File: src/design/pecu_pkg.sv
// Overview of operation
// - four independent channels, each with its own event selection
// - channel counts from its start condition until its end condition
// - no start/end selected: count from program run until a halting event
// - event channels 8 and 9 refused as start/end for channels 1 and 2
// - user ownership takes channels 1 and 2 away from the debugger
// - elapsed cycles: one per clock, not during power-on
// - privileged cycles: elapsed cycles spent in privileged mode
// - blocked cycles: elapsed cycles with exception block bit set
// - instructions: completed ones plus one per dual-issue cycle that completes an instruction
// - dual issue: one per cycle with two instructions executing
// - unconditional branches, not exception entry, returns counted
// - accepted exceptions, interrupts included
// - accepted interrupts, non-maskable included
// - OR of all break channel hits counted
// - disabled selection never counts
// - 32-bit result per channel, two channels chain into 64 bits
// - counters stop while the cpu clock is halted
package pecu_pkg;

    localparam int NUM_CHAN = 4;
    localparam int NUM_EVCH = 12;
    localparam int CNT_W    = 32;

    // avalon word addresses (byte address = 4 * index)
    localparam logic [5:0] ADDR_CTRL0   = 6'h00;  // ctrl, one word per channel
    localparam logic [5:0] ADDR_COUNT0  = 6'h04;  // counts, one word per channel
    localparam logic [5:0] ADDR_STATUS  = 6'h08;
    localparam logic [5:0] ADDR_OWNER   = 6'h09;

    // ctrl word field positions
    localparam int SEL_LSB   = 0;   // 4 bits event selection
    localparam int START_LSB = 4;   // 4 bits start channel, 0 = none
    localparam int END_LSB   = 8;   // 4 bits end channel, 0 = none
    localparam int CHAIN_BIT = 12;  // odd channel extends its even neighbour
    localparam int CLEAR_BIT = 31;  // bit not decoded; any accepted ctrl write whose start/end channels are not refused clears count

    localparam logic [31:0] CTRL_RESET   = 32'h0000_0000;
    localparam logic [31:0] COUNT_RESET  = 32'h0000_0000;
    localparam logic [3:0]  EVCH_NONE    = 4'h0;
    localparam logic [3:0]  EVCH_LOCK_A  = 4'h8;
    localparam logic [3:0]  EVCH_LOCK_B  = 4'h9;

    typedef enum logic [3:0] {
        PECU_SEL_DISABLED,
        PECU_SEL_ELAPSED_CYCLES,
        PECU_SEL_PRIVILEGED_CYCLES,
        PECU_SEL_BLOCKED_CYCLES,
        PECU_SEL_INSTRUCTIONS,
        PECU_SEL_DUAL_ISSUE,
        PECU_SEL_UNCONDITIONAL_BRANCH,
        PECU_SEL_EXCEPTIONS_ACCEPTED,
        PECU_SEL_INTERRUPTS,
        PECU_SEL_BREAK_CHANNEL_HITS
    } pecu_sel_e;

    typedef enum logic [1:0] {
        PECU_IDLE,
        PECU_ARMED,
        PECU_COUNTING,
        PECU_DONE
    } pecu_state_e;

    // event strobes from core and break controller
    typedef struct packed {
        logic                power_on;
        logic                privileged;
        logic                exception_block_bit;
        logic                insn_done;
        logic                dual_issue;
        logic                uncond_branch;
        logic                exc_entry_branch;
        logic                return_from_exception;
        logic                exception_accepted;
        logic                interrupt_accepted;
        logic                nmi_accepted;
        logic                prog_start;
        logic                halt;
        logic [NUM_EVCH-1:0] break_hit;
    } pecu_cpu_ev_s;

    typedef struct packed {
        logic [3:0]  end_ch;
        logic [3:0]  start_ch;
        pecu_sel_e   sel;
        logic        chain;
    } pecu_ctrl_s;

endpackage

File: src/design/pecu_channel.sv
`timescale 1ns/1ps
// one counting channel: start/end gating and a 32-bit count
module pecu_channel #(
    parameter int W = 32
) (
    input  wire logic                   sys_clk,
    input  wire logic                   rst_n,
    input  wire pecu_pkg::pecu_cpu_ev_s ev,
    input  wire pecu_pkg::pecu_ctrl_s   ctrl,
    input  wire logic                   clear,
    input  wire logic                   carry_in,
    input  wire logic                   chain_mode,
    output logic [W-1:0]                count_q,
    output logic                        carry_out,
    output pecu_pkg::pecu_state_e       state_q
);
    logic [1:0] inc;
    pecu_event_sel u_sel (
        .ev  (ev),
        .sel (ctrl.sel),
        .inc (inc)
    );

    wire no_cond  = (ctrl.start_ch == pecu_pkg::EVCH_NONE)
                    && (ctrl.end_ch == pecu_pkg::EVCH_NONE);
    wire one_cond = !no_cond && ((ctrl.start_ch == pecu_pkg::EVCH_NONE)
                    || (ctrl.end_ch == pecu_pkg::EVCH_NONE)); // half set: never counts
    wire start_hit = no_cond ? ev.prog_start
                     : ev.break_hit[ctrl.start_ch - 4'd1];
    wire end_hit   = no_cond ? ev.halt
                     : ev.break_hit[ctrl.end_ch - 4'd1];
    wire counting  = (state_q == pecu_pkg::PECU_COUNTING);
    wire [1:0] step = chain_mode ? {1'b0, carry_in} : inc;
    wire [W:0] sum  = {1'b0, count_q} + {{(W-1){1'b0}}, step};

    assign carry_out = counting && sum[W];

    // start/end gating; a clear rearms the channel
    pecu_pkg::pecu_state_e state_d;
    always_comb begin
        state_d = state_q;
        unique case (state_q)
            pecu_pkg::PECU_IDLE:     state_d = one_cond ? pecu_pkg::PECU_IDLE
                                                        : pecu_pkg::PECU_ARMED;
            pecu_pkg::PECU_ARMED:    if (start_hit) state_d = pecu_pkg::PECU_COUNTING;
            pecu_pkg::PECU_COUNTING: if (end_hit) state_d = pecu_pkg::PECU_DONE;
            pecu_pkg::PECU_DONE:     state_d = pecu_pkg::PECU_DONE;
        endcase
        if (clear) state_d = pecu_pkg::PECU_IDLE;
    end

    // counter runs only on sys_clk edges, so a stopped cpu clock freezes it
    always_ff @(posedge sys_clk) begin
        if (!rst_n) begin
            state_q <= pecu_pkg::PECU_IDLE;
            count_q <= W'(pecu_pkg::COUNT_RESET);
        end else begin
            state_q <= state_d;
            if (clear) count_q <= W'(pecu_pkg::COUNT_RESET);
            else if (counting) count_q <= sum[W-1:0];
        end
    end
endmodule

File: src/design/pecu_event_sel.sv
`timescale 1ns/1ps
// turns the core strobes into a per-selection increment (0, 1 or 2)
module pecu_event_sel (
    input  wire pecu_pkg::pecu_cpu_ev_s ev,
    input  wire pecu_pkg::pecu_sel_e    sel,
    output logic [1:0]                  inc
);
    wire run_cyc  = ~ev.power_on;
    wire br_count = (ev.uncond_branch & ~ev.exc_entry_branch)
                    | ev.return_from_exception;
    wire irq      = ev.interrupt_accepted | ev.nmi_accepted;
    // nmi is an interrupt too, so it must also show up as an exception
    wire exc      = ev.exception_accepted | irq;
    wire brk      = |ev.break_hit;

    always_comb begin
        unique case (sel)
            pecu_pkg::PECU_SEL_DISABLED:            inc = 2'd0;
            pecu_pkg::PECU_SEL_ELAPSED_CYCLES:      inc = {1'b0, run_cyc};
            pecu_pkg::PECU_SEL_PRIVILEGED_CYCLES:
                inc = {1'b0, run_cyc & ev.privileged};
            pecu_pkg::PECU_SEL_BLOCKED_CYCLES:
                inc = {1'b0, run_cyc & ev.exception_block_bit};
            pecu_pkg::PECU_SEL_INSTRUCTIONS:
                inc = {1'b0, ev.insn_done} + {1'b0, ev.insn_done & ev.dual_issue};
            pecu_pkg::PECU_SEL_DUAL_ISSUE:          inc = {1'b0, ev.dual_issue};
            pecu_pkg::PECU_SEL_UNCONDITIONAL_BRANCH: inc = {1'b0, br_count};
            pecu_pkg::PECU_SEL_EXCEPTIONS_ACCEPTED: inc = {1'b0, exc};
            pecu_pkg::PECU_SEL_INTERRUPTS:          inc = {1'b0, irq};
            pecu_pkg::PECU_SEL_BREAK_CHANNEL_HITS:  inc = {1'b0, brk};
            default:                                inc = 2'd0;
        endcase
    end
endmodule

File: src/design/pecu_top.sv
// Our own choices: the register addresses and the Avalon-MM interface to the registers.
`timescale 1ns/1ps
// performance event counting unit with avalon-mm register access
module pecu_top #(
    parameter int NCH = pecu_pkg::NUM_CHAN
) (
    input  wire logic                   sys_clk,
    input  wire logic                   rst_n,
    input  wire pecu_pkg::pecu_cpu_ev_s cpu_ev,
    input  wire logic                   counter_ownership_setting,
    input  wire logic [5:0]             avs_address,
    input  wire logic                   avs_read,
    input  wire logic                   avs_write,
    input  wire logic [31:0]            avs_writedata,
    input  wire logic [3:0]             avs_byteenable,
    output logic [31:0]                 avs_readdata,
    output logic                        avs_waitrequest,
    output logic [1:0]                  avs_response
);
    // ownership is a pin from another domain: two flops first
    logic own_meta_q;
    logic own_sync_q;
    always_ff @(posedge sys_clk) begin
        if (!rst_n) begin
            own_meta_q <= 1'b0;
            own_sync_q <= 1'b0;
        end else begin
            own_meta_q <= counter_ownership_setting;
            own_sync_q <= own_meta_q;
        end
    end

    // one-cycle answer: waitrequest high on first request cycle, low next
    logic ack_q;
    wire  req      = avs_read | avs_write;
    wire  acc      = req & ack_q;
    wire  in_ctrl  = (avs_address[5:2] == pecu_pkg::ADDR_CTRL0[5:2]);
    wire  in_count = (avs_address[5:2] == pecu_pkg::ADDR_COUNT0[5:2]);
    wire  [1:0] idx = avs_address[1:0];
    wire  user_lock = own_sync_q && (idx < 2'd2);
    wire  hit_st   = (avs_address == pecu_pkg::ADDR_STATUS);
    wire  hit_own  = (avs_address == pecu_pkg::ADDR_OWNER);
    wire  mapped   = ((in_ctrl | in_count) & !user_lock) | hit_st | hit_own;

    function automatic logic [31:0] merge_be(input logic [31:0] old,
                                             input logic [31:0] nw,
                                             input logic [3:0] be);
        logic [31:0] r;
        r = old;
        for (int b = 0; b < 4; b++) begin
            if (be[b]) r[b*8 +: 8] = nw[b*8 +: 8];
        end
        return r;
    endfunction

    function automatic logic evch_ok(input logic [3:0] ch, input int chan);
        // channels 1 and 2 may not take event channels 8 and 9
        return !((chan < 2) && ((ch == pecu_pkg::EVCH_LOCK_A)
                 || (ch == pecu_pkg::EVCH_LOCK_B)));
    endfunction

    logic [31:0] ctrl_q [NCH];
    logic [31:0] count  [NCH];
    logic        carry  [NCH];
    pecu_pkg::pecu_state_e st [NCH];

    genvar g;
    generate
        for (g = 0; g < NCH; g++) begin : g_ch
            wire wr_me = acc && avs_write && in_ctrl && (idx == 2'(g)) && !user_lock;
            wire [31:0] nw = merge_be(ctrl_q[g], avs_writedata, avs_byteenable);
            wire ok = evch_ok(nw[pecu_pkg::START_LSB +: 4], g)
                      && evch_ok(nw[pecu_pkg::END_LSB +: 4], g)
                      && (nw[pecu_pkg::START_LSB +: 4] <= 4'(pecu_pkg::NUM_EVCH))
                      && (nw[pecu_pkg::END_LSB +: 4] <= 4'(pecu_pkg::NUM_EVCH));
            wire reconf = wr_me && ok;
            wire clr = reconf;

            // refused selections leave the old setting in place
            always_ff @(posedge sys_clk) begin
                if (!rst_n) ctrl_q[g] <= pecu_pkg::CTRL_RESET;
                else if (reconf) ctrl_q[g] <= {1'b0, nw[30:0]};
            end

            pecu_pkg::pecu_ctrl_s c;
            assign c.sel      = pecu_pkg::pecu_sel_e'(ctrl_q[g][pecu_pkg::SEL_LSB +: 4]);
            assign c.start_ch = ctrl_q[g][pecu_pkg::START_LSB +: 4];
            assign c.end_ch   = ctrl_q[g][pecu_pkg::END_LSB +: 4];
            assign c.chain    = ctrl_q[g][pecu_pkg::CHAIN_BIT];

            wire chain_on = (g % 2 == 1) && c.chain;
            wire cin      = (g % 2 == 1) ? carry[(g / 2) * 2] : 1'b0;

            pecu_channel #(.W(pecu_pkg::CNT_W)) u_ch (
                .sys_clk    (sys_clk),
                .rst_n      (rst_n),
                .ev         (cpu_ev),
                .ctrl       (c),
                .clear      (clr),
                .carry_in   (cin),
                .chain_mode (chain_on),
                .count_q    (count[g]),
                .carry_out  (carry[g]),
                .state_q    (st[g])
            );
        end
    endgenerate

    // status: two bits per channel (state), ownership at bit 31
    logic [31:0] status_w;
    always_comb begin
        status_w = 32'h0000_0000;
        for (int i = 0; i < NCH; i++) status_w[i*2 +: 2] = st[i];
        status_w[31] = own_sync_q;
    end

    wire [31:0] rd_mux = !mapped  ? 32'h0000_0000
                       : in_ctrl  ? ctrl_q[idx]
                       : in_count ? count[idx]
                       : hit_st   ? status_w
                       : 32'h0000_0000;

    // bus answer registers; unmapped or locked slots answer slave error
    always_ff @(posedge sys_clk) begin
        if (!rst_n) begin
            ack_q           <= 1'b0;
            avs_readdata    <= 32'h0000_0000;
            avs_response    <= 2'b00;
        end else begin
            ack_q        <= req & !ack_q;
            if (req && !ack_q) begin
                avs_readdata <= rd_mux;
                avs_response <= mapped ? 2'b00 : 2'b10;
            end
        end
    end

    always_ff @(posedge sys_clk) begin
        if (!rst_n) avs_waitrequest <= 1'b1;
        else avs_waitrequest <= !(req && !ack_q);
    end
endmodule

File: config.mk
export PLATFORM = sky130hd
export DESIGN_NAME = pecu_top
export DESIGN_NICKNAME = d
export VERILOG_FILES = /design/src/design/pecu_pkg.sv /design/src/design/pecu_channel.sv /design/src/design/pecu_event_sel.sv /design/src/design/pecu_top.sv
export SDC_FILE = /design/constraint.sdc
export NUM_CORES = 1
export LEC_CHECK = 0
export BUFFER_PORTS_ARGS = -buffer_cell sky130_fd_sc_hd__buf_2
export CAP_MARGIN = 20
export CELL_PAD_IN_SITES_DETAIL_PLACEMENT = 1
export CELL_PAD_IN_SITES_GLOBAL_PLACEMENT = 2
export CORE_ASPECT_RATIO = 1.25
export CORE_MARGIN = 4
export CORE_UTILIZATION = 40
export DETAILED_ROUTE_END_ITERATION = 8
export PLACE_DENSITY_LB_ADDON = 0.08
export SYNTH_ARGS = -nofsm -noshare
export SYNTH_HDL_FRONTEND = slang
export SYNTH_SLANG_ARGS = --single-unit
File: constraint.sdc
create_clock -name sys_clk -period 6.7 [get_ports sys_clk]
set_input_delay 1.005 -clock sys_clk [delete_from_list [all_inputs] [get_ports sys_clk]]
set_output_delay 1.005 -clock sys_clk [all_outputs]
set_load 0.01 [all_outputs]
; Word level (Yosys, flattened, before mapping)
; Memories as Yosys holds them, arrays and structs flattened.
; Cells that the tools add are included.
[word_totals]
regBits = 174
ram_bits = 124
in_bits = 72
output_inout_bits = 35
wordCells = 301
memories = 1
[mem_list]
columns = memory, words, word_bits, read_ports, rd_clocked_by_memory_dff, wr, line_no
row1 = ctrl_q, 4, 31, 5, 0, 4, pecu_top.sv:62  ; logic [31:0] ctrl_q [NCH];
[op_classes]
add_sub_neg = 13
magnitude_cmp = 18
n_eq_ne = 70
mux = 87
bitwise_logic = 22
n_reduce_logical = 76
[ops]
columns = cell, n
row1 = $mux W32, 6
row2 = $mux W31, 4
row3 = $mux W8, 12
row4 = $pmux W2 S9, 4
row5 = $add A32 B2 Y33, 2
row6 = $add A32 B2 Y32, 2
row7 = $bmux W32 S2, 1
row8 = $eq A4 B3 Y1 const B, 16
row9 = $eq A4 B4 Y1 const B, 16
row10 = $lt A4 B5 Y1 const B, 8
row11 = $logic_not A4 Y1, 9
row12 = $logic_and A1 B1 Y1, 34
row13 = $mux W1, 33
row14 = $bmux W1 S4, 8
row15 = $eq A4 B2 Y1 const B, 8
row16 = $le A4 B4 Y1 const B, 8
row17 = $pmux W2 S4, 4
row18 = $sub A4 B1 Y4 const B, 8
row19 = $mux W7, 4
row20 = $mux W2, 11
row21 = $eq A2 B2 Y1 const B, 10
row22 = $eq A4 B1 Y1 const B, 5
row23 = $ne A2 B1 Y1 const B, 8
row24 = $eq A6 B4 Y1 const B, 2
row25 = 14 further kinds, 63

; Logic depth before layout (Yosys ltp)
; Gate-level depths: netlist of run 1.
; An unclocked memory read counts as a cell.
[depth]
depth_word = 13
depth_mapped = 23
ltp_nobuf = 20

; By module
; Synthesis of run 1 repeated with hierarchy kept, for this count alone.
[unflattened]
cells_unflattened = 1706
area_unflattened_um2 = 17169.0
[modules_own_cells]
columns = module, instances, cells_per_inst, area_each_um2, seq_area_each_um2
row1 = pecu_top, 1, 679, 8315.5, 4464.3
row2 = pecu_channel at g_ch[0].u_ch ..., 3, 234, 2058.2, 680.7
row3 = pecu_channel at g_ch[2].u_ch, 1, 233, 2058.2, 680.7
row4 = pecu_event_sel, 4, 23, 155.1, 0.0

; Least setup slack after synthesis of run 1
; No wires, ideal clock.
[synth_timing]
path_kind = input to register
startpoint = input cpu_ev[9] in the netlist's numbering
endpoint = register g_ch[1].u_ch.count_q[31]
setup_ps = 71
arrival_time_ps = 5147
t_required_ps = 6629
setup_slack_ps = 1482
cell_stages = 20
n_path_buf = 1
cell_sequence = nor4_1 -> and3_1 -> a211o_1 -> a21oi_1 -> o21a_1 -> ha_1 -> inv_1 -> fa_1 -> and4bb_2 -> nand3_4 -> or4_1 -> buf_2 -> o31ai_1 -> o31a_1 -> ha_1 -> a21oi_1 -> nor3b_1 -> nand4_1 -> or3_1 -> a21oi_1
[synth_via]
elab_chain_len = 6
elab_cells_between_ends = 7
classes_between = add/sub: 2 / mux: 3 / reduce/logical: 2
[synth_lines]
columns = item, line_no
row1 = from (decl), pecu_top.sv:9  ; input wire pecu_pkg::pecu_cpu_ev_s cpu_ev,
row2 = $reduce_or A12 Y1 *, pecu_event_sel.sv:14  ; wire brk = |ev.break_hit;
row3 = $pmux W2 S9, pecu_event_sel.sv:17  ; unique case (sel)
row4 = $add A32 B2 Y33, pecu_channel.sv:34  ; wire [W:0] sum = {1'b0, count_q} + {{(W-1){1'b0}}, step};
row5 = $logic_and A1 B1 Y1, pecu_channel.sv:36  ; assign carry_out = counting && sum[W];
row6 = $mux W2 *, pecu_channel.sv:33  ; wire [1:0] step = chain_mode ? {1'b0, carry_in} : inc;
row7 = $add A32 B2 Y32 *, pecu_channel.sv:34
row8 = to (signal assigned), pecu_channel.sv:56  ; count_q <= W'(pecu_pkg::COUNT_RESET);
row9 = to (signal assigned), pecu_channel.sv:59  ; if (clear) count_q <= W'(pecu_pkg::COUNT_RESET);
row10 = to (signal assigned), pecu_channel.sv:60  ; else if (counting) count_q <= sum[W-1:0];
row11 = to (decl), pecu_channel.sv:13  ; output logic [W-1:0] count_q,
; Every way passes the cells marked *; elsewhere a longest branch is shown, timed or not.
; A chain may end at the register's enable or synchronous reset.

; Final worst setup path of run 1
[layout_timing]
startpoint = input cpu_ev[7] in the netlist's numbering
endpoint = register g_ch[1].u_ch.count_q[31]
; Same word-level chain as after synthesis.

==> results of run 1 <==
[power breakdown]
group / internal, mW / switching, mW
Combinational: 0.145 / 0.210
Sequential: 1.92 / 0.0471
Clock: 1.15 / 0.846
[cell usage in the layout, fill, tap and decap left out, types with 36 or more instances in the layout]
| cell | netlist | routed |
|---|---|---|
| o21ai_0 | 77 | 77 |
| nor3_1 | 45 | 45 |
| buf_2 | 29 | 104 |
| xnor2_1 | 72 | 72 |
| mux2i_1 | 46 | 46 |
| mux4_2 | 84 | 84 |
| and2_1 | 52 | 52 |
| a21oi_1 | 69 | 69 |
| dfxtp_1 | 173 | 173 |
| nor2_1 | 168 | 168 |
| inv_1 | 66 | 66 |
| nand3_1 | 36 | 36 |
| nand2_1 | 138 | 137 |
| clkbuf_16 | 0 | 36 |
| edfxtp_1 | 124 | 124 |
[routing by layer]
layer / vias up / wire [um] / part of all wire, %
li1: 6113 / - / -
met1: 6618 / 23300 / 42
met2: 275 / 28300 / 51
met3: 85 / 2100 / 3.8
met4: 0 / 1780 / 3.2
met5: - / 0 / 0
[final timing paths]
| check | start | endpoint | slack [ns] | depth (start not counted) |
|---|---|---|---|---|
| max | cpu_ev[7] | g_ch[1].u_ch.count_q[31] | 1.05 | 20 |
| min | avs_readdata[11] | avs_readdata[11] | 0.45 | 2 |
| max reg2reg | ctrl_q[0][0] | g_ch[1].u_ch.count_q[31] | 1.49 | 19 |
| min reg2reg | avs_readdata[11] | avs_readdata[11] | 0.45 | 2 |
[area by class of cell]
type	count	area (sq um)
fill	4572	22300
sequential	297	7190
inverter	67	251
multi-input combinational	1170	8730
timing repair buffer	129	708
clock buffer	50	1010
tap	552	691
clock inverter	16	180
[registers in the layout, summed over array words and instances, names as in the netlist]
name,cells
g_ch.u_ch.count_q,128
ctrl_q,124
avs_readdata,32
g_ch.u_ch.state_q,8
ack_q,1
avs_response,1
avs_waitrequest,1
own_meta_q,1
own_sync_q,1
[through the flow]
step                      setup slack [ns]  cell area (sq um)  hold slack, ns
final                                 1.05              18800           0.445
after global routing                 0.723              18800           0.473
after CTS                             1.08              18800           0.453
after detailed placement             0.568              17600           0.441
after global placement               0.622              17600           0.432
after floorplan                       1.48              16600           0.412
[cell families after synthesis]
group | Yosys count
AOI/OAI and AO/OA | 242
xor gates and xnor gates | 102
adders and majority gates | 24
buffers and inverters | 156
DFF | 297
muxes | 137
other | 1
and+or+nand+nor | 664
[Yosys cell counts (3+ instances only)]
| master | number | area share (%) |
|---|---|---|
| nor2b_1 | 14 | 0.53 |
| nor3b_1 | 16 | 0.73 |
| a2111oi_0 | 4 | 0.21 |
| inv_1 | 66 | 1.5 |
| mux4_2 | 84 | 11 |
| and3_1 | 33 | 1.2 |
| and4_1 | 13 | 0.69 |
| o21ba_2 | 4 | 0.24 |
| buf_1 | 4 | 0.091 |
| clkbuf_1 | 46 | 1.0 |
| o21ai_0 | 77 | 2.3 |
| buf_2 | 29 | 0.88 |
| mux2_2 | 6 | 0.41 |
| mux2i_1 | 46 | 2.8 |
| a211oi_1 | 9 | 0.41 |
| nand3b_1 | 11 | 0.50 |
| o31ai_1 | 18 | 0.82 |
| a21boi_0 | 3 | 0.14 |
| nor2_1 | 168 | 3.8 |
| nand2_1 | 138 | 3.1 |
| or2_2 | 10 | 0.38 |
| xor2_1 | 30 | 1.6 |
| nand3_1 | 36 | 1.1 |
| edfxtp_1 | 124 | 22 |
| buf_4 | 8 | 0.36 |
| nand4b_1 | 7 | 0.37 |
| o21bai_1 | 7 | 0.32 |
| o21a_1 | 4 | 0.18 |
| ha_1 | 21 | 1.6 |
| or4_1 | 14 | 0.63 |
| nor3_1 | 45 | 1.4 |
| nand4_1 | 28 | 1.1 |
| fa_1 | 3 | 0.36 |
| and2_1 | 52 | 2.0 |
| xnor2_1 | 72 | 3.8 |
| dfxtp_1 | 173 | 21 |
| a21oi_1 | 69 | 2.1 |
| a22o_1 | 9 | 0.48 |
| nand2b_1 | 5 | 0.19 |
| or3_1 | 23 | 0.87 |
| a221oi_1 | 6 | 0.32 |
| nor4_1 | 23 | 0.87 |
| a31oi_1 | 6 | 0.23 |
[worst register-to-register path, stage by stage (launching register included)]
cell and delay, ns:
edfxtp_1 0.52, mux2i_1 0.17, nor3_1 0.14, a31oi_1 0.06
o21ai_0 0.16, o21a_1 0.15, ha_1 0.17, inv_1 0.06
fa_1 0.39, and4bb_2 0.40, nand3_4 0.13, or4_1 0.52
o31ai_1 0.40, o31a_1 0.21, ha_1 0.19, a21oi_1 0.13
nor3b_1 0.40, nand4_1 0.36, or3_1 0.47, a21oi_1 0.14
==> impl_metrics.csv, run 1 <==
group,metric,value,unit
detailed_routing,first_iter_violations,670,
grt,antenna_found_initial,0,
logic_synthesis,synth_xor_area_share,5.39,%
clocking,tritoncts,"done",
power,ir_drop,222,uV
floorplanning,fp.coreArea,41000,sq um
worst_setup_path,cp_top_family,"simple AND/OR/NAND/NOR gates",
worst_setup_path,crit_type,"input port to register",
timing,fin_tns_setup,0,ns
worst_hold_path,hold_path.class,"register to register",
detailed_routing,wl_per_cell,24.3,um
floorplanning,die_x,190,um
worst_setup_path,crit_chain,"buf_2 -> nor4_1 -> and3_1 -> a211o_1 -> a21oi_1 -> o21a_1 -> ha_1 -> inv_1 -> fa_1 -> and4bb_2 -> nand3_4 -> or4_1 -> o31ai_1 -> o31a_1 -> ha_1 -> a21oi_1 -> nor3b_1 -> nand4_1 -> or3_1 -> a21oi_1",
timing,post-route-period-util,84.3,%
timing,grt_setup_unrepaired,"false",
worst_setup_path,cp_max_fo,9,
grt,gr-usage-all-layers,24.3,%
worst_setup_path,critPathLaunchType,"input port",
run,drv_cap,0,
place,dp.cells,2215,
floorplanning,initial_core_util,40.4,%
power,p_total,4.32,mW
place,dp_hpwl,41.0,mm
grt,met2_usage,43.1,%
detailed_routing,vias,13091,
grt,grt_pass1_vias,13569,
grt,grt_max_degree,51,
clocking,htree_levels,2,
grt,grt-busiest-layer,"met2",
logic_synthesis,synthSimpleGateAreaFrac,21.2,%
floorplanning,die_area,44800,sq um
worst_setup_path,cp-end-kind,"register",
worst_setup_path,cp_slowest_cell,"or4_1",
logic_synthesis,synth_edf_count,124,
worst_setup_path,worst_path_largest_cell_delay,0.52,ns
timing,skew,0.0260,ns
clocking,cts_root_buf,"clkbuf_16",
clocking,clock_sink_count,297,
floorplanning,die-height,236,um
worst_setup_path,critPathBufInv,2,
detailed_routing,routed_wl,55.5,mm
logic_synthesis,ys_async_sr_fraction,0,%
detailed_routing,viasPerCell,5.74,
floorplanning,row_count,83,
worst_setup_path,cp_data_arrival_time,6.12,ns
grt,grt-ovfl-total,0,
clocking,path_clk_slew,0.06,ns
logic_synthesis,ys_warn_count,0,
worst_setup_path,worstPathRequired,7.17,ns
power,p_per_area,230,nW/um^2
logic_synthesis,synth.avg_cell_area,10.2,sq um
cells_and_area,area_growth,13.3,%
timing,worstMarginPinSlew,1.03,ns
cells_and_area,fin_nets,1797,
timing,post-route-min-period,5.65,ns
cells_and_area,final_util,45.7,%
logic_synthesis,ys_seq_elements,297,
cells_and_area,layout-drive-gt1-share,18.4,%
grt,globalRouteMet3Util,3.13,%
cells_and_area,antennaDiodeCount,0,
logic_synthesis,synth_fp_nets,1719,
logic_synthesis,syn_inst,1623,
timing,relSlewSlack,30.5,%
logic_synthesis,synth_cell_types,89,
detailed_routing,dr.pass1.iters,5,
timing,fmax,177,MHz
place,portBuffers,104,
power,p_leak,6.67,nW
grt,grt_pass1_wl,83.6,mm
place,gp_congestion,0.885,
outcome,status,"finished clean",
timing,hold_viol,0,
logic_synthesis,synth.cell_area,16600,sq um
worst_setup_path,cp_common_cell,"a21oi_1",
timing,final-setup-viol-count,0,
grt,grt_use_met1,30.7,%
detailed_routing,post-route-drc-count,0,
timing,finalMaxSlewViolations,0,
clocking,numCtsBuffers,36,
logic_synthesis,synth.yosys.seq_area_share,43.4,%
clocking,cts_resized,0,
clocking,insertion_delay,0.55,ns
detailed_routing,postRouteAntennaNets,0,
floorplanning,ios,107,
clocking,cts.path.max_buffers,3,
clocking,post_cts_buffers,0,
logic_synthesis,synth-adder-area-share,1.95,%
logic_synthesis,synth-compound-area-share,9.21,%
cells_and_area,fin_cells,2281,
logic_synthesis,synth_flop_cell,"dfxtp_1",
logic_synthesis,muxShareOfSynthArea,14.8,%
logic_synthesis,synth_top_family_by_area,"simple AND/OR/NAND/NOR gates",
clocking,cts_hold_buf,0,
(Power assumes the default switching activity.)
==> run 2, diff against run 1 <==
==> constraint.sdc (replaced) <==
create_clock -name sys_clk -period 5.8 [get_ports sys_clk]
set_input_delay 0.87 -clock sys_clk [delete_from_list [all_inputs] [get_ports sys_clk]]
set_output_delay 0.87 -clock sys_clk [all_outputs]
set_load 0.01 [all_outputs]
==> run 2 against run 1 <==
Combinational power rose by 18%. Register-to-register slack lost 0.76 ns. Highest routed layer unchanged. Clock power is 7% higher.
==> impl_metrics.csv, run 2 (synthesized netlist as in run 1, its figures left out) <==
group,metric,value,unit
outcome,status,"finished clean",
place,dp.cells,2239,
power,p_per_area,256,nW/um^2
detailed_routing,wl_per_cell,23.8,um
detailed_routing,dr.pass1.iters,5,
worst_setup_path,cp_slowest_cell,"or4_1",
clocking,path_clk_slew,0.06,ns
timing,post-route-min-period,5.09,ns
grt,gr-usage-all-layers,24.2,%
cells_and_area,num-fill-cells,4573,
clocking,cts_hold_buf,0,
worst_hold_path,hold_path.class,"register to register",
detailed_routing,routed_wl,54.7,mm
cells_and_area,fin_cells,2300,
clocking,cts_root_buf,"clkbuf_16",
detailed_routing,first_iter_violations,714,
grt,antenna_found_initial,0,
clocking,numCtsBuffers,34,
grt,grt_pass1_vias,13647,
timing,fin_tns_setup,0,ns
cells_and_area,final_common_cell,"dfxtp_1",
worst_setup_path,cp_top_family,"simple AND/OR/NAND/NOR gates",
place,dp_hpwl,40.7,mm
cells_and_area,reg_top3,"g_ch.u_ch.count_q x128, ctrl_q x124, avs_readdata x32",
cells_and_area,fin_area,18900,sq um
timing,hold_viol,0,
floorplanning,die-height,236,um
floorplanning,die_area,44800,sq um
clocking,htree_levels,2,
clocking,cts.path.max_buffers,3,
worst_setup_path,crit_type,"input port to register",
floorplanning,die_x,190,um
floorplanning,ios,107,
timing,finalMaxSlewViolations,0,
detailed_routing,viasPerCell,5.74,
cells_and_area,fin_nets,1820,
floorplanning,row_count,83,
worst_setup_path,critPathLaunchType,"input port",
timing,grt_setup_unrepaired,"false",
timing,post-route-period-util,87.8,%
timing,relSlewSlack,27.9,%
power,p_leak,6.75,nW
detailed_routing,post-route-drc-count,0,
worst_setup_path,crit_chain,"buf_2 -> nor4_1 -> and3_1 -> a211o_1 -> a21oi_1 -> o21a_1 -> ha_1 -> inv_1 -> fa_1 -> and4bb_2 -> nand3_4 -> or4_1 -> o31ai_1 -> buf_4 -> o31a_1 -> ha_1 -> fa_1 -> nand2_1 -> nor3_1 -> nand4_1 -> or3_1 -> a21oi_1",
worst_setup_path,cp_max_fo,4,
clocking,clock_sink_count,297,
worst_setup_path,cp_data_arrival_time,5.55,ns
worst_setup_path,critPathBufInv,3,
floorplanning,fp.coreArea,41000,sq um
timing,worstMarginPinSlew,1.08,ns
timing,final-setup-viol-count,0,
worst_setup_path,cp-end-kind,"register",
cells_and_area,antennaDiodeCount,0,
worst_setup_path,worst_path_largest_cell_delay,0.47,ns
cells_and_area,area_growth,13.9,%
grt,grt-ovfl-total,0,
cells_and_area,layout-drive-gt1-share,19.3,%
timing,fmax,196,MHz
grt,grt_max_degree,57,
clocking,tritoncts,"done",
place,placed_area,17800,sq um
clocking,post_cts_buffers,0,
cells_and_area,final_cell_mix,"dfxtp_1 (173), nor2_1 (168), nand2_1 (137), edfxtp_1 (124), buf_2 (102)",
clocking,cts_resized,0,
timing,skew,0.0199,ns
detailed_routing,postRouteAntennaNets,0,
floorplanning,initial_core_util,40.4,%
worst_setup_path,r2r_slack,0.73,ns
cells_and_area,largest_reg_flops,128,
place,portBuffers,104,
detailed_routing,vias,13193,
cells_and_area,top_register,"g_ch.u_ch.count_q",
grt,grt_pass1_wl,83.6,mm
run,drv_cap,0,
power,ir_drop,213,uV
worst_setup_path,worstPathRequired,6.26,ns
clocking,insertion_delay,0.54,ns
place,gp_congestion,0.832,
-- run 2: worst paths after layout --
kind,cells after the start,endpoint,from
max,22,g_ch[1].u_ch.count_q[30],cpu_ev[7]
max reg2reg,21,g_ch[1].u_ch.count_q[30],ctrl_q[0][0]
min,1,own_sync_q,own_meta_q
min reg2reg,1,own_sync_q,own_meta_q
-- run 2: power by group --
| group | internal, mW | switching [mW] |
|---|---|---|
| logic | 0.176 | 0.245 |
| registers | 2.22 | 0.0535 |
| clock network | 1.24 | 0.905 |
-- run 2: per-layer routing --
layer	global-route usage (%)	vias to the layer above	share of wire, %
met4	8.62	0	3.7
met1	31.6	6667	43
met3	2.55	95	3.2
li1	-	6158	-
met5	0	-	0
met2	41.8	273	50
-- run 2: per-stage QoR --
step                setup WS (ns)  hold slack (ns)  util, %  power (mW)
finish                      0.710            0.434     46.0        4.83
global route                0.403            0.451     46.0        5.01
CTS                         0.702            0.439     45.9        4.89
detailed placement          0.185            0.424     43.3        2.73
global placement            0.220            0.421     43.3        2.72
floorplan                   0.717            0.412        -        2.56
-- run 2: layout make-up --
class | count | area [sq um] | area share, %
well taps | 552 | 691 | 3.66
flip-flops and latches | 297 | 7190 | 38.1
inverters | 67 | 251 | 1.33
multi-input cells | 1170 | 8730 | 46.3
clock buffers | 41 | 930 | 4.93
clock inverters | 19 | 164 | 0.869
repair buffers | 154 | 913 | 4.84
-- run 2: worst reg2reg max path, cell delays in order (launching register included) --
cell	delay [ns]
edfxtp_1	0.56
mux2i_1	0.18
nor3_1	0.14
a31oi_1	0.08
o21ai_0	0.20
o21a_1	0.15
ha_1	0.16
inv_1	0.05
fa_1	0.38
and4bb_2	0.39
nand3_4	0.12
or4_1	0.47
o31ai_1	0.24
buf_4	0.17
o31a_1	0.13
ha_1	0.18
fa_1	0.23
nand2_1	0.10
nor3_1	0.31
nand4_1	0.23
or3_1	0.39
a21oi_1	0.15
==> run 3, diff against run 2 <==
--- a/config.mk
+++ b/config.mk
@@ -5,7 +5,7 @@
 export SDC_FILE = /design/constraint.sdc
 export NUM_CORES = 1
 export LEC_CHECK = 0
-export BUFFER_PORTS_ARGS = -buffer_cell sky130_fd_sc_hd__buf_2
+export BUFFER_PORTS_ARGS = -buffer_cell sky130_fd_sc_hd__buf_4
 export CAP_MARGIN = 20
 export CELL_PAD_IN_SITES_DETAIL_PLACEMENT = 1
 export CELL_PAD_IN_SITES_GLOBAL_PLACEMENT = 2
==> constraint.sdc (replaced) <==
create_clock -name sys_clk -period 5 [get_ports sys_clk]
set_input_delay 0.75 -clock sys_clk [delete_from_list [all_inputs] [get_ports sys_clk]]
set_output_delay 0.75 -clock sys_clk [all_outputs]
set_load 0.01 [all_outputs]
==> run 3 against run 2 <==
Power up 18%. Worst hold slack got worse by 0.026 ns. Clock skew grew 0.00076 ns. Combinational power rose by 21%. Cell area is 2.3% higher. Count of clock-buffer cells in the layout increased by 14. Critical path depth fell by 1. Largest cell class unchanged. Highest routed layer is now met5.
==> impl_metrics.csv, run 3 (synthesized netlist as in run 1, its figures left out) <==
group,metric,value,unit
place,placed_area,18100,sq um
worst_setup_path,critPathLaunchType,"input port",
clocking,cts.path.max_buffers,3,
detailed_routing,routed_wl,56.0,mm
place,dp.cells,2256,
worst_hold_path,min_delay_path_depth,2,
timing,hold_viol,0,
cells_and_area,fin_cells,2327,
worst_setup_path,r2r_slack,0.31,ns
worst_hold_path,hold_end,"own_meta_q",
power,power_switching_share,25.3,%
timing,skew,0.0206,ns
timing,worstMarginPinSlew,1.05,ns
clocking,insertion_delay,0.54,ns
cells_and_area,fin_area,19300,sq um
detailed_routing,postRouteAntennaNets,0,
worst_hold_path,hold_path.class,"input port to register",
floorplanning,die-height,236,um
detailed_routing,post-route-drc-count,0,
power,power.switching,1.44,mW
timing,fmax,213,MHz
floorplanning,die_area,44800,sq um
cells_and_area,reg_top3,"g_ch.u_ch.count_q x128, ctrl_q x124, avs_readdata x32",
floorplanning,die_x,190,um
grt,grt_max_degree,47,
worst_hold_path,hp-start,"counter_ownership_setting",
floorplanning,ios,107,
detailed_routing,wl_per_cell,24.0,um
cells_and_area,layout-drive-gt1-share,20.3,%
worst_setup_path,cp-end-kind,"register",
power,comb_power_share,8.9,%
timing,finalMaxSlewViolations,0,
place,pre_cts_ws,-0.286,ns
clocking,path_clk_slew,0.06,ns
place,portBuffers,104,
timing,relSlewSlack,27.9,%
timing,fin_ws,0.304,ns
grt,grt-ovfl-total,0,
timing,post-route-min-period,4.70,ns
worst_setup_path,rr_worst_depth,19,
worst_setup_path,worstReg2RegEnd,"g_ch[1].u_ch.count_q[17]",
clocking,cts_hold_buf,0,
floorplanning,fp.coreArea,41000,sq um
cells_and_area,num-fill-cells,4559,
floorplanning,initial_core_util,40.4,%
place,dp_hpwl,41.6,mm
floorplanning,row_count,83,
cells_and_area,top_register,"g_ch.u_ch.count_q",
power,p_per_area,294,nW/um^2
clocking,cts_root_buf,"clkbuf_16",
grt,grt_pass1_vias,13781,
worst_setup_path,crit_type,"input port to register",
cells_and_area,antennaDiodeCount,0,
cells_and_area,largest_reg_flops,128,
power,p_leak,6.91,nW
detailed_routing,first_iter_violations,814,
power,power_frac_clock,44.7,%
clocking,tritoncts,"done",
cells_and_area,final_common_cell,"buf_4",
clocking,htree_levels,2,
grt,grt_pass1_wl,84.9,mm
grt,antenna_found_initial,1,
worst_setup_path,cp_max_fo,6,
power,seqPwrFrac,46.4,%
outcome,status,"finished clean",
cells_and_area,final_cell_mix,"buf_4 (175), dfxtp_1 (173), nor2_1 (168), nand2_1 (137), edfxtp_1 (124)",
worst_setup_path,worstPathRequired,5.41,ns
power,ir_drop,262,uV
timing,final-setup-viol-count,0,
cells_and_area,area_growth,16.5,%
power,p_int,4.24,mW
worst_setup_path,cp_data_arrival_time,5.10,ns
cells_and_area,fin_nets,1843,
run,drv_cap,0,
detailed_routing,vias,13281,
detailed_routing,dr.pass1.iters,5,
detailed_routing,viasPerCell,5.71,
timing,post-route-period-util,93.9,%
worst_setup_path,rr_startpoint,"ctrl_q[0][0]",
grt,gr-usage-all-layers,24.6,%
clocking,clock_sink_count,297,
place,gp_congestion,0.889,
clocking,numCtsBuffers,36,
cells_and_area,final_util,47.1,%
-- run 3: cell types whose count changed in the layout (fill, tap and decap cells not counted), moves of 2 or more --
| cell | delta |
|---|---|
| buf_2 | -102 |
| clkinv_1 | -6 |
| clkinv_2 | -2 |
| clkbuf_1 | +12 |
| clkbuf_8 | +2 |
| buf_4 | +124 |
-- run 3: metrics by stage --
stage / setup TNS (ns) / hold slack, ns / total power [mW]
floorplan: 0 / 0.412 / 2.97
global placement: -1.38 / 0.418 / 3.18
detailed placement: -4.15 / 0.427 / 3.19
CTS: 0 / 0.393 / 5.73
global route: -0.00803 / 0.407 / 5.89
finish: 0 / 0.408 / 5.68
-- run 3: power groups by stage --
stage	clock (mW)	combinational [mW]	sequential [mW]
6_report	2.54	0.507	2.63
5_1_grt	2.70	0.548	2.64
4_1_cts	2.59	0.509	2.63
3_5_place_dp	0	0.507	2.69
3_3_place_gp	0	0.497	2.68
2_1_floorplan	0	0.322	2.65
-- run 3: repair_timing --
item                                    CTS  global route
resized for setup                         0             3
endpoints found under the setup margin    0            11
buffers inserted                          0             5
-- run 3: critical path: stages --
cell and delay [ns]:
buf_4 0.09, nor4_1 0.04, and3_1 0.26, a211o_1 0.32, a21oi_1 0.14, o21a_1 0.13, ha_1 0.15, inv_1 0.05
fa_1 0.38, and4bb_2 0.36, nand3_4 0.09, or4_1 0.45, o31ai_1 0.24, o31a_1 0.17, ha_1 0.19, buf_4 0.12
a21oi_1 0.09, or3b_2 0.58, nor4_1 0.28, xnor2_1 0.16, nor2_1 0.05
-- run 3: routing by layer --
layer,vias to the layer above,global-route usage (%),part of all wire (%)
li1,6201,-,-
met1,6686,30.6,41
met2,289,43.7,52
met3,103,3.20,3.7
met4,2,8.77,3.8
met5,-,0,0.023
-- run 3: worst max path at each step --
stage	endpoint	startpoint	slack, ns	cells past startpoint
4_1_cts	g_ch[1].u_ch.count_q[28]	ctrl_q[0][0]	0.21	20
2_1_floorplan	g_ch[1].u_ch.count_q[31]	cpu_ev[9]	0.04	20
3_3_place_gp	g_ch[1].u_ch.count_q[30]	cpu_ev[8]	-0.18	21
6_report	g_ch[1].u_ch.count_q[17]	cpu_ev[8]	0.30	21
5_1_grt	g_ch[1].u_ch.count_q[22]	ctrl_q[0][2]	-0.008	19
3_5_place_dp	g_ch[1].u_ch.count_q[17]	cpu_ev[7]	-0.29	21
-- run 3: layout make-up --
cell class / instances / area, sq um / area share [%]
clock buffers: 55 / 1000 / 5.19
clock inverters: 11 / 114 / 0.590
flip-flops and latches: 297 / 7190 / 37.2
multi-input cells: 1170 / 8740 / 45.3
well taps: 552 / 691 / 3.58
repair buffers: 175 / 1310 / 6.81
inverters: 67 / 251 / 1.30
